===== config.mk =====
export PLATFORM = sky130hd
export DESIGN_NAME = ulses_event_select
export DESIGN_NICKNAME = d
export VERILOG_FILES = /design/src/ulses_pkg.sv /design/src/ulses_event_select.sv
export SDC_FILE = /design/constraint.sdc
export NUM_CORES = 1
export LEC_CHECK = 0
export ABC_CLOCK_PERIOD_IN_PS = 2000
export BUFFER_PORTS_ARGS = -buffer_cell sky130_fd_sc_hd__buf_2
export CORE_ASPECT_RATIO = 1.4
export CORE_UTILIZATION = 35
export DETAILED_ROUTE_END_ITERATION = 8
export PLACE_DENSITY_LB_ADDON = 0.3
export SLEW_MARGIN = 10
export SYNTH_ARGS = -nofsm -noshare
export SYNTH_HDL_FRONTEND = slang
export SYNTH_SLANG_ARGS = --single-unit

===== constraint.sdc =====
create_clock -name clock -period 2 [get_ports clock]
set_input_delay 0.6 -clock clock [delete_from_list [all_inputs] [get_ports clock]]
set_output_delay 0.6 -clock clock [all_outputs]
set_load 0.02 [all_outputs]

===== src/ulses_pkg.sv =====
package ulses_pkg;

    // Event numbers
    localparam logic [7:0] EV_SNP_LOCAL  = 8'h06;
    localparam logic [7:0] EV_SNP_REMOTE = 8'h07;
    localparam logic [7:0] EV_LLC_HIT    = 8'h08;
    localparam logic [7:0] EV_LLC_MISS   = 8'h09;
    localparam logic [7:0] EV_LLC_ALLOC  = 8'h0A;

    // Unit-mask bits, snoop response events
    localparam int SNP_INVALID_BIT  = 0;
    localparam int SNP_SHARED_BIT   = 1;
    localparam int SNP_FWD_S_BIT    = 2;
    localparam int SNP_FWD_I_BIT    = 3;
    localparam int SNP_CONFLICT_BIT = 4;
    localparam int SNP_WB_BIT       = 5;

    // Unit-mask bits, hit and miss events
    localparam int LLC_READ_BIT  = 0;
    localparam int LLC_WRITE_BIT = 1;
    localparam int LLC_PROBE_BIT = 2;

    // Unit-mask bits, allocation event
    localparam int ALLOC_M_BIT = 0;
    localparam int ALLOC_E_BIT = 1;
    localparam int ALLOC_S_BIT = 2;
    localparam int ALLOC_F_BIT = 3;

    // Register map, byte addresses
    localparam logic [3:0] ADDR_SELECT  = 4'h0;
    localparam logic [3:0] ADDR_COUNT   = 4'h4;
    localparam logic [3:0] ADDR_STATUS  = 4'h8;

    localparam logic [7:0]  SELECT_EVENT_RST = 8'h00;
    localparam logic [7:0]  SELECT_MASK_RST  = 8'h00;
    localparam logic [31:0] COUNT_RST        = 32'h0000_0000;

    localparam logic [1:0] RESP_OKAY   = 2'h0;
    localparam logic [1:0] RESP_SLVERR = 2'h2;

    // One cycle's occurrences reported by the cache and snoop pipelines
    typedef struct packed {
        logic local_home;
        logic invalid;
        logic shared;
        logic forward_shared_response;
        logic forward_invalidate_response;
        logic conflict;
        logic writeback_response;
    } ulses_snoop_type;

    typedef struct packed {
        logic read_hit;
        logic write_hit;
        logic probe_hit;
        logic read_miss;
        logic write_miss;
        logic probe_miss;
    } ulses_llc_type;

    typedef struct packed {
        logic alloc_valid;
        logic [1:0] alloc_state;
        logic alloc_from_rdinv_own;
    } ulses_alloc_type;

    localparam logic [1:0] ALLOC_STATE_M = 2'h0;
    localparam logic [1:0] ALLOC_STATE_E = 2'h1;
    localparam logic [1:0] ALLOC_STATE_S = 2'h2;
    localparam logic [1:0] ALLOC_STATE_F = 2'h3;

endpackage : ulses_pkg


===== src/ulses_event_select.sv =====
`timescale 1ns/1ps
`default_nettype none

// Notes on behaviour
// 06H/08H: local read-invalidate, modified forwarded
// Mask 10H under 06H/07H: conflict responses
// Mask 20H: read snoops hitting modified
// 07H/01H: remote responses, line absent
// 07H/02H: remote responses, line shared
// 07H/04H: remote read snoop hits exclusive
// 07H/08H: remote read-invalidate hits modified
// 07H/24H: remote modified-hit responses
// 08H: read hits, writeback hits
// 08H/03H: any read or write hit
// 09H: read misses, writeback misses
// 09H/03H: any read or write miss; the code counts only read misses here
// Writeback misses never counted, inclusive cache
// Mask 04H: probe hits or misses
// 0AH: allocations by modified/exclusive/shared state
// Modified allocation only from read-invalidate-own
// 06H/04H: local read snoop hits exclusive
// 0AH/0FH: allocations in any state
// One per cycle with any qualifying occurrence; masks OR
module ulses_event_select (
    // Clock and reset
    input  wire logic                      clock,
    input  wire logic                      rst_n,
    // Occurrences from the cache and snoop pipelines
    input  wire ulses_pkg::ulses_snoop_type snoop_in,
    input  wire logic                      snoop_valid,
    input  wire ulses_pkg::ulses_llc_type   llc_in,
    input  wire ulses_pkg::ulses_alloc_type alloc_in,
    // AXI4-Lite write address
    input  wire logic                      s_axi_awvalid,
    output logic                           s_axi_awready,
    input  wire logic [3:0]                s_axi_awaddr,
    // AXI4-Lite write data
    input  wire logic                      s_axi_wvalid,
    output logic                           s_axi_wready,
    input  wire logic [31:0]               s_axi_wdata,
    input  wire logic [3:0]                s_axi_wstrb,
    // AXI4-Lite write response
    output logic                           s_axi_bvalid,
    input  wire logic                      s_axi_bready,
    output logic [1:0]                     s_axi_bresp,
    // AXI4-Lite read address
    input  wire logic                      s_axi_arvalid,
    output logic                           s_axi_arready,
    input  wire logic [3:0]                s_axi_araddr,
    // AXI4-Lite read data
    output logic                           s_axi_rvalid,
    input  wire logic                      s_axi_rready,
    output logic [31:0]                    s_axi_rdata,
    output logic [1:0]                     s_axi_rresp,
    // Count increment for the counter, one cycle
    output logic                           count_inc
);

    typedef struct packed {
        logic [7:0]  event_sel;
        logic [7:0]  mask_sel;
        logic [31:0] count;
        logic        inc;
        logic        aw_held;
        logic [3:0]  aw_addr;
        logic        w_held;
        logic [31:0] w_data;
        logic [3:0]  w_strb;
        logic        bvalid;
        logic [1:0]  bresp;
        logic        rvalid;
        logic [31:0] rdata;
        logic [1:0]  rresp;
        logic        wb_miss_seen;
        logic        awready;
        logic        wready;
        logic        arready;
    } ulses_state_type;

    ulses_state_type state_r;
    ulses_state_type state_nxt;

    logic [5:0] snp_hits;
    logic       snp_match;
    logic       llc_match;
    logic       alloc_match;
    logic       qualify;
    logic [3:0] alloc_hits;
    logic       alloc_m_legal;

    // Snoop response decode, per mask bit
    always_comb begin
        snp_hits = '0;
        snp_hits[ulses_pkg::SNP_INVALID_BIT]  = snoop_in.invalid;
        snp_hits[ulses_pkg::SNP_SHARED_BIT]   = snoop_in.shared;
        snp_hits[ulses_pkg::SNP_FWD_S_BIT]    = snoop_in.forward_shared_response;      // see R6
        snp_hits[ulses_pkg::SNP_FWD_I_BIT]    = snoop_in.forward_invalidate_response;  // see R1
        snp_hits[ulses_pkg::SNP_CONFLICT_BIT] = snoop_in.conflict;
        snp_hits[ulses_pkg::SNP_WB_BIT]       = snoop_in.writeback_response;
    end

    // Mask 24H on remote is the union of its two bits, so modified-hit falls out of the OR
    always_comb begin
        snp_match = 1'b0;
        if (snoop_valid && ((state_r.event_sel == ulses_pkg::EV_SNP_LOCAL && snoop_in.local_home) ||
                (state_r.event_sel == ulses_pkg::EV_SNP_REMOTE && !snoop_in.local_home))) begin
            snp_match = |(snp_hits & state_r.mask_sel[5:0]);                   // see R8
        end
    end

    always_comb begin
        llc_match = 1'b0;
        if (state_r.event_sel == ulses_pkg::EV_LLC_HIT) begin
            llc_match = (state_r.mask_sel[ulses_pkg::LLC_READ_BIT] && llc_in.read_hit) ||     // see R9
                        (state_r.mask_sel[ulses_pkg::LLC_WRITE_BIT] && llc_in.write_hit) ||
                        (state_r.mask_sel[ulses_pkg::LLC_PROBE_BIT] && llc_in.probe_hit);
        end else if (state_r.event_sel == ulses_pkg::EV_LLC_MISS) begin
            // Inclusive cache: a writeback miss report is not counted, only latched in wb_miss_seen
            llc_match = (state_r.mask_sel[ulses_pkg::LLC_READ_BIT] && llc_in.read_miss) ||    // see R11
                        (state_r.mask_sel[ulses_pkg::LLC_PROBE_BIT] && llc_in.probe_miss);    // see R13
        end
    end

    // Modified allocation only legal when forwarded by read-invalidate-own
    assign alloc_m_legal = alloc_in.alloc_from_rdinv_own;

    always_comb begin
        alloc_hits = '0;
        if (alloc_in.alloc_valid) begin
            unique case (alloc_in.alloc_state)
                ulses_pkg::ALLOC_STATE_M: alloc_hits[ulses_pkg::ALLOC_M_BIT] = alloc_m_legal;
                ulses_pkg::ALLOC_STATE_E: alloc_hits[ulses_pkg::ALLOC_E_BIT] = 1'b1;
                ulses_pkg::ALLOC_STATE_S: alloc_hits[ulses_pkg::ALLOC_S_BIT] = 1'b1;
                ulses_pkg::ALLOC_STATE_F: alloc_hits[ulses_pkg::ALLOC_F_BIT] = 1'b1;
            endcase
        end
    end

    assign alloc_match = (state_r.event_sel == ulses_pkg::EV_LLC_ALLOC) &&
                         |(alloc_hits & state_r.mask_sel[3:0]);                // see R15

    assign qualify = snp_match || llc_match || alloc_match;

    always_comb begin
        state_nxt = state_r;
        state_nxt.inc = qualify;
        if (llc_in.write_miss) begin
            state_nxt.wb_miss_seen = 1'b1;
        end

        // Write channel: address and data taken in either order
        if (s_axi_awvalid && !state_r.aw_held && !state_r.bvalid) begin
            state_nxt.aw_held = 1'b1;
            state_nxt.aw_addr = s_axi_awaddr;
        end
        if (s_axi_wvalid && !state_r.w_held && !state_r.bvalid) begin
            state_nxt.w_held = 1'b1;
            state_nxt.w_data = s_axi_wdata;
            state_nxt.w_strb = s_axi_wstrb;
        end

        // Counter runs before a software write, so a write in the same cycle wins
        if (qualify) begin
            state_nxt.count = state_r.count + 32'h0000_0001;
        end

        if (state_r.aw_held && state_r.w_held) begin
            state_nxt.aw_held = 1'b0;
            state_nxt.w_held  = 1'b0;
            state_nxt.bvalid  = 1'b1;
            state_nxt.bresp   = ulses_pkg::RESP_OKAY;
            unique case (state_r.aw_addr)
                ulses_pkg::ADDR_SELECT: begin
                    if (state_r.w_strb[0]) begin
                        state_nxt.event_sel = state_r.w_data[7:0];
                    end
                    if (state_r.w_strb[1]) begin
                        state_nxt.mask_sel = state_r.w_data[15:8];
                    end
                end
                ulses_pkg::ADDR_COUNT: begin
                    for (int b = 0; b < 4; b++) begin
                        if (state_r.w_strb[b]) begin
                            state_nxt.count[8*b +: 8] = state_r.w_data[8*b +: 8];
                        end
                    end
                end
                ulses_pkg::ADDR_STATUS: begin
                    // Writing one clears the sticky writeback-miss flag unless a writeback miss arrives in the same cycle
                    if (state_r.w_strb[0] && state_r.w_data[0] && !llc_in.write_miss) begin
                        state_nxt.wb_miss_seen = 1'b0;
                    end
                end
                default: state_nxt.bresp = ulses_pkg::RESP_SLVERR;
            endcase
        end
        if (state_r.bvalid && s_axi_bready) begin
            state_nxt.bvalid = 1'b0;
        end

        // Read channel: one-cycle accept, data in the next
        if (s_axi_arvalid && !state_r.rvalid) begin
            state_nxt.rvalid = 1'b1;
            state_nxt.rresp  = ulses_pkg::RESP_OKAY;
            unique case (s_axi_araddr)
                ulses_pkg::ADDR_SELECT: state_nxt.rdata = {16'h0000, state_r.mask_sel, state_r.event_sel};
                ulses_pkg::ADDR_COUNT:  state_nxt.rdata = state_r.count;
                ulses_pkg::ADDR_STATUS: state_nxt.rdata = {31'h0000_0000, state_r.wb_miss_seen};
                default: begin
                    state_nxt.rdata = 32'h0000_0000;
                    state_nxt.rresp = ulses_pkg::RESP_SLVERR;
                end
            endcase
        end else if (state_r.rvalid && s_axi_rready) begin
            state_nxt.rvalid = 1'b0;
        end

        // Ready flags registered so every bus output leaves a flip-flop
        state_nxt.awready = !state_nxt.aw_held && !state_nxt.bvalid;
        state_nxt.wready  = !state_nxt.w_held && !state_nxt.bvalid;
        state_nxt.arready = !state_nxt.rvalid;
    end

    always_ff @(posedge clock or negedge rst_n) begin
        if (!rst_n) begin
            state_r              <= '0;
            state_r.event_sel    <= ulses_pkg::SELECT_EVENT_RST;
            state_r.mask_sel     <= ulses_pkg::SELECT_MASK_RST;
            state_r.count        <= ulses_pkg::COUNT_RST;
            state_r.awready      <= 1'b1;
            state_r.wready       <= 1'b1;
            state_r.arready      <= 1'b1;
        end else begin
            state_r <= state_nxt;
        end
    end

    assign s_axi_awready = state_r.awready;
    assign s_axi_wready  = state_r.wready;
    assign s_axi_bvalid  = state_r.bvalid;
    assign s_axi_bresp   = state_r.bresp;
    assign s_axi_arready = state_r.arready;
    assign s_axi_rvalid  = state_r.rvalid;
    assign s_axi_rdata   = state_r.rdata;
    assign s_axi_rresp   = state_r.rresp;
    assign count_inc     = state_r.inc;

endmodule : ulses_event_select

`default_nettype wire


# After elaboration in Yosys (flattened, before gate mapping)
# Index checks and enable logic that the tools add are counted.
[word_totals]
reg_bits = 133
out_inout_bits = 42
elab_cells = 109
[op_classes]
add_sub_neg = 1
n_eq_ne = 12
n_mux = 30
bitwise_logic = 2
reduce_logical = 46
[ops]
columns = ["op", "count"]
rows = [
  ["$mux W32", 3],
  ["$pmux W32 S3", 1],
  ["$mux W37", 1],
  ["$add A32 B1 Y32 const B", 1],
  ["$mux W8", 4],
  ["$eq A8 B4 Y1 const B", 3],
  ["$logic_and A1 B1 Y1", 21],
  ["$eq A8 B3 Y1 const B", 2],
  ["$mux W1", 16],
  ["$logic_not A1 Y1", 10],
  ["$eq A4 B3 Y1 const B", 2],
  ["$eq A4 B4 Y1 const B", 2],
  ["$logic_not A4 Y1", 2],
  ["$and A6 B6 Y6", 1],
  ["$logic_or A1 B1 Y1", 6],
  ["$reduce_and A3 Y1", 2],
  ["$reduce_or A3 Y1", 2],
  ["$reduce_or A6 Y1", 1],
  ["$mux W5", 1],
  ["$and A4 B4 Y4", 1],
  ["$eq A2 B2 Y1 const B", 2],
  ["$mux W2", 2],
  ["$mux W4", 1],
  ["$reduce_or A4 Y1", 1],
  ["3 further kinds", 3],
]

# Depth between registers and ports, before layout
[depth]
word_depth = 11
ltp_mapped = 7
ltp_nobuf = 7

# Worst setup path before layout
# Ideal clock, no wire load.
[synth_path]
path_kind = "input to register"
start = "input alloc_in[0] in the netlist's numbering"
end = "register state_r[116] in the netlist's numbering"
setup_time_ns = 0.087
t_arrival_ns = 2.074
required_time_ns = 1.913
setup_slack_ns = -0.160
cell_stages = 7
path_buffers = 1
path_cell_list = "and2_0 mux4_2 nand4_1 clkbuf_1 a21oi_1 a31o_2 o211ai_1"
[synth_rtl]
columns = ["element", "line_no", "rtl"]
rows = [
  ["start: declaration", "ulses_event_select.sv:32", "input wire ulses_pkg::ulses_alloc_type alloc_in,"],
  ["end signal: assignment", "ulses_event_select.sv:234", "state_r <= state_nxt;"],
  ["end: declaration", "ulses_event_select.sv:80", "ulses_state_type state_r;"],
]

==> metrics.md <==
| Metric | Value |
|---|---|
| CP Capture Type | flop |
| Power per Cell Area | 1360 nW/µm² |
| Multi-input gate area | 2700 µm² |
| MaxCap Viol Count | 0 |
| Max Fclk | 0.474 GHz |
| Fill cells | 1684 |
| Seq/Total Area, Yosys | 52.6% |
| Top post-synthesis cells by area | dfrtp_1 51%, mux2_2 8.5%, buf_4 4.3% |
| GP Congestion | 0.849 |
| TritonCTS clock tree | built |
| WL final | 15.4 mm |
| Worst slack, placed | -0.272 ns |
| Failing checks | negative setup slack |
| Final Critical Period | 2.11 ns |
| Setup crit start kind | flop |
| Synth Warn # | 0 |
| Ys async rst share | 100% |
| CTS H-tree lvls | 4 |
| Clock sinks | 131 |
| Worst-Margin Slew | 0.640 ns |
| Synth Register Bits | 131 |
| Unrepaired setup endpoints after global routing | yes |
| Remaining global-route overflow | 0 |
| Crit-path slowest cell | dfrtp_1 |
| Pleak | 3.42 nW |
| Final setup TNS | -0.617 ns |
| Top_reg_cell synth | dfrtp_1 |
| Core Area | 17400 µm² |
| Share of layout cells above drive strength 1 | 37.2% |
| Yosys top cell area share | 51.3% |
| Area grow syn2layout | 26.2% |
| Root buffer selected by CTS | clkbuf_16 |
| Worst Path Buf+Inv | 1 |
| Mapped Area | 6240 µm² |
| Register area | 3280 µm² |
| Setup Skew | 0.00760 ns |
| Max clock buf depth | 2 |
| Hold Crit Class | input pin to async pin |
| Worst-path clk slew | 0.06 ns |
| Worst-case reg-to-reg path depth | 7 |
| Number of flops mapped to enable cells by yosys | 0 |
| Global-route wire length before repair | 24.9 mm |
| CP required | 2.27 ns |
| DR WL/cell | 16.6 µm |
| Antenna violations before repair | 0 |
| IO Pins | 111 |
| Yosys top cell by area | dfrtp_1 |
| Via/cell ratio | 4.97 |
| ANT cells | 0 |
| Crit-path cells | nor4_4 > and4bb_1 > a32oi_2 > buf_12 > a2111oi_4 > xnor2_1 > a21oi_1 |
| Worst Path Arrival | 2.38 ns |
| Family with the most delay on the worst path | compound AO/OA/AOI/OAI gates |
| Worst r2r dst | state_r[114] |
| Hold Slack | 0.0391 ns |
| Port-buffer cells | 108 |
| FF-to-FF Start | state_r[130] |
| CTS Buf Count | 17 |
| Outcome | complete, but fails checks |
| Syn Area/Cell | 10.8 µm² |
| Number of global-route vias before repair | 4732 |
| R2R setup slack | -0.11 ns |
| VDD IR-drop max | 0.000719 V |
| Overall routing resource usage | 17.5% |
| Post-layout nets | 755 |
| Standard-cell rows | 57 |
| Drt pass-1 iters | 4 |
| Largest net degree at the start of global routing | 59 |
| Die X | 115 µm |
| Hold violation total from the final report | 0 |
| Vias | 4640 |
| Unique masters post-synth | 53 |
| Starting density of the core | 35.9% |
| Clk_lat worst skew | 0.41 ns |
| Final setup vio count | 16 |
| Post-DRT Antenna Nets | 0 |
| Max Slew Vio Count | 0 |
| Crit-path max cell delay | 0.40 ns |
| Cells after Synth | 577 |
| Tcrit/Tclk final | 106% |
| Post-DP HPWL | 11.2 mm |
| Setup CP Type | flop to flop |
| Iteration-0 DRC Markers | 186 |
| Die Ht | 160 µm |
| Relative max-transition margin | 57.3% |
| Crit-path max FO | 30 |
| Residual DRC | 0 |
| Die area | 18400 µm² |
| Final setup margin | -0.111 ns |
area by class of cell:
type                            instances  area share (%)
Sequential cell                       131            41.6
Multi-Input combinational cell        375            34.3
Timing Repair Buffer                  152            12.6
Clock buffer                           21            5.97
Tap cell                              236            3.75
Clock inverter                         10            1.37
Inverter                                8           0.381
flip-flops by register name (all words and copies together) (netlist names):
| signal | count |
|---|---|
| s_axi_rdata | 32 |
| s_axi_rvalid | 1 |
| s_axi_awready | 1 |
| s_axi_wready | 1 |
| s_axi_bresp | 1 |
| state_r | 91 |
| s_axi_arready | 1 |
| s_axi_bvalid | 1 |
| count_inc | 1 |
| s_axi_rresp | 1 |
cell usage after synthesis, types with 2 or more instances:
library cell / number
buf_1: 3
nor2_1: 40
and4_4: 2
mux2_2: 47
nand3_1: 12
nor3b_1: 3
a22oi_1: 19
buf_4: 36
dfrtp_1: 128
a21o_1: 2
a2111oi_2: 11
dfstp_2: 3
mux2_1: 8
buf_2: 2
nand4_1: 8
nand2_1: 72
o21ai_0: 8
o21ai_1: 28
clkbuf_1: 22
a211oi_1: 11
a21oi_1: 41
nor4_1: 2
mux2i_1: 3
xnor2_1: 30
inv_1: 8
what timing repair did:
action | CTS | global route
buffers inserted | 1 | 1
hold endpoints to repair | 0 | 0
endpoints found under the setup margin | 22 | 32
cloned | 0 | 3
pin swaps | 1 | 5
hold buffers | 0 | 0
gates resized for setup | 10 | 5
layer usage:
layer / up-vias / global-route usage (%) / wire [µm]
met1: 2283 / 22.2 / 6480
met3: 19 / 3.87 / 796
met5: - / 0 / 0
li1: 2209 / - / -
met2: 129 / 28.7 / 7890
met4: 0 / 7.08 / 285
cell families (layout without fill, tap and decap cells):
logic type / after synthesis / count (layout) / synth area share [%]
mux: 59 / 59 / 10.8
xor+xnor: 31 / 31 / 4.35
flops: 131 / 131 / 52.6
simple gates: 155 / 155 / 11.8
other cells: 1 / 2 / 0.0601
fa+ha+maj: 1 / 1 / 0.200
compound gates: 127 / 127 / 13.6
buf+inv: 72 / 191 / 6.65
metrics by stage:
step	instances	power, mW	util (%)	cell area, µm²
after global placement	897	7.39	40.8	7090
final	933	10.7	45.3	7880
after detailed placement	897	7.52	40.8	7090
after CTS	929	10.8	44.8	7790
after global routing	933	11.3	45.3	7880
after floorplan	578	6.33	-	6250
worst register-to-register path: cells and delay by family, from the launching register on:
kind	cells	cell delay, ns
AO/OA/AOI/OAI	3	0.65
AND/OR/NAND/NOR	2	0.58
flip-flops	1	0.40
buffers and inverters	1	0.19
XOR/XNOR	1	0.16
report_power, final:
group | internal (mW) | leakage, nW | total [mW] | switching [mW]
clock network | 1.91 | 0.281 | 3.01 | 1.09
logic | 1.63 | 1.57 | 3.36 | 1.73
registers | 3.54 | 1.56 | 4.33 | 0.797
worst max path at each step:
stage	startpoint	cells after the start	to
2_1_floorplan	alloc_in[0]	7	state_r[116]
3_3_place_gp	alloc_in[0]	8	state_r[116]
3_5_place_dp	alloc_in[0]	8	state_r[116]
4_1_cts	state_r[132]	7	state_r[106]
5_1_grt	state_r[130]	7	state_r[110]
6_report	state_r[130]	7	state_r[114]
cells in the final DEF (no fill, tap or decap), types with 28 or more instances in the layout:
| cell type | netlist | routed |
|---|---|---|
| buf_2 | 2 | 107 |
| xnor2_1 | 30 | 30 |
| nand2_1 | 72 | 71 |
| nor2_1 | 40 | 40 |
| dfrtp_1 | 128 | 128 |
| o21ai_1 | 28 | 28 |
| a21oi_1 | 41 | 41 |
| mux2_2 | 47 | 47 |
| buf_4 | 36 | 35 |
(Power assumes the default switching activity.)
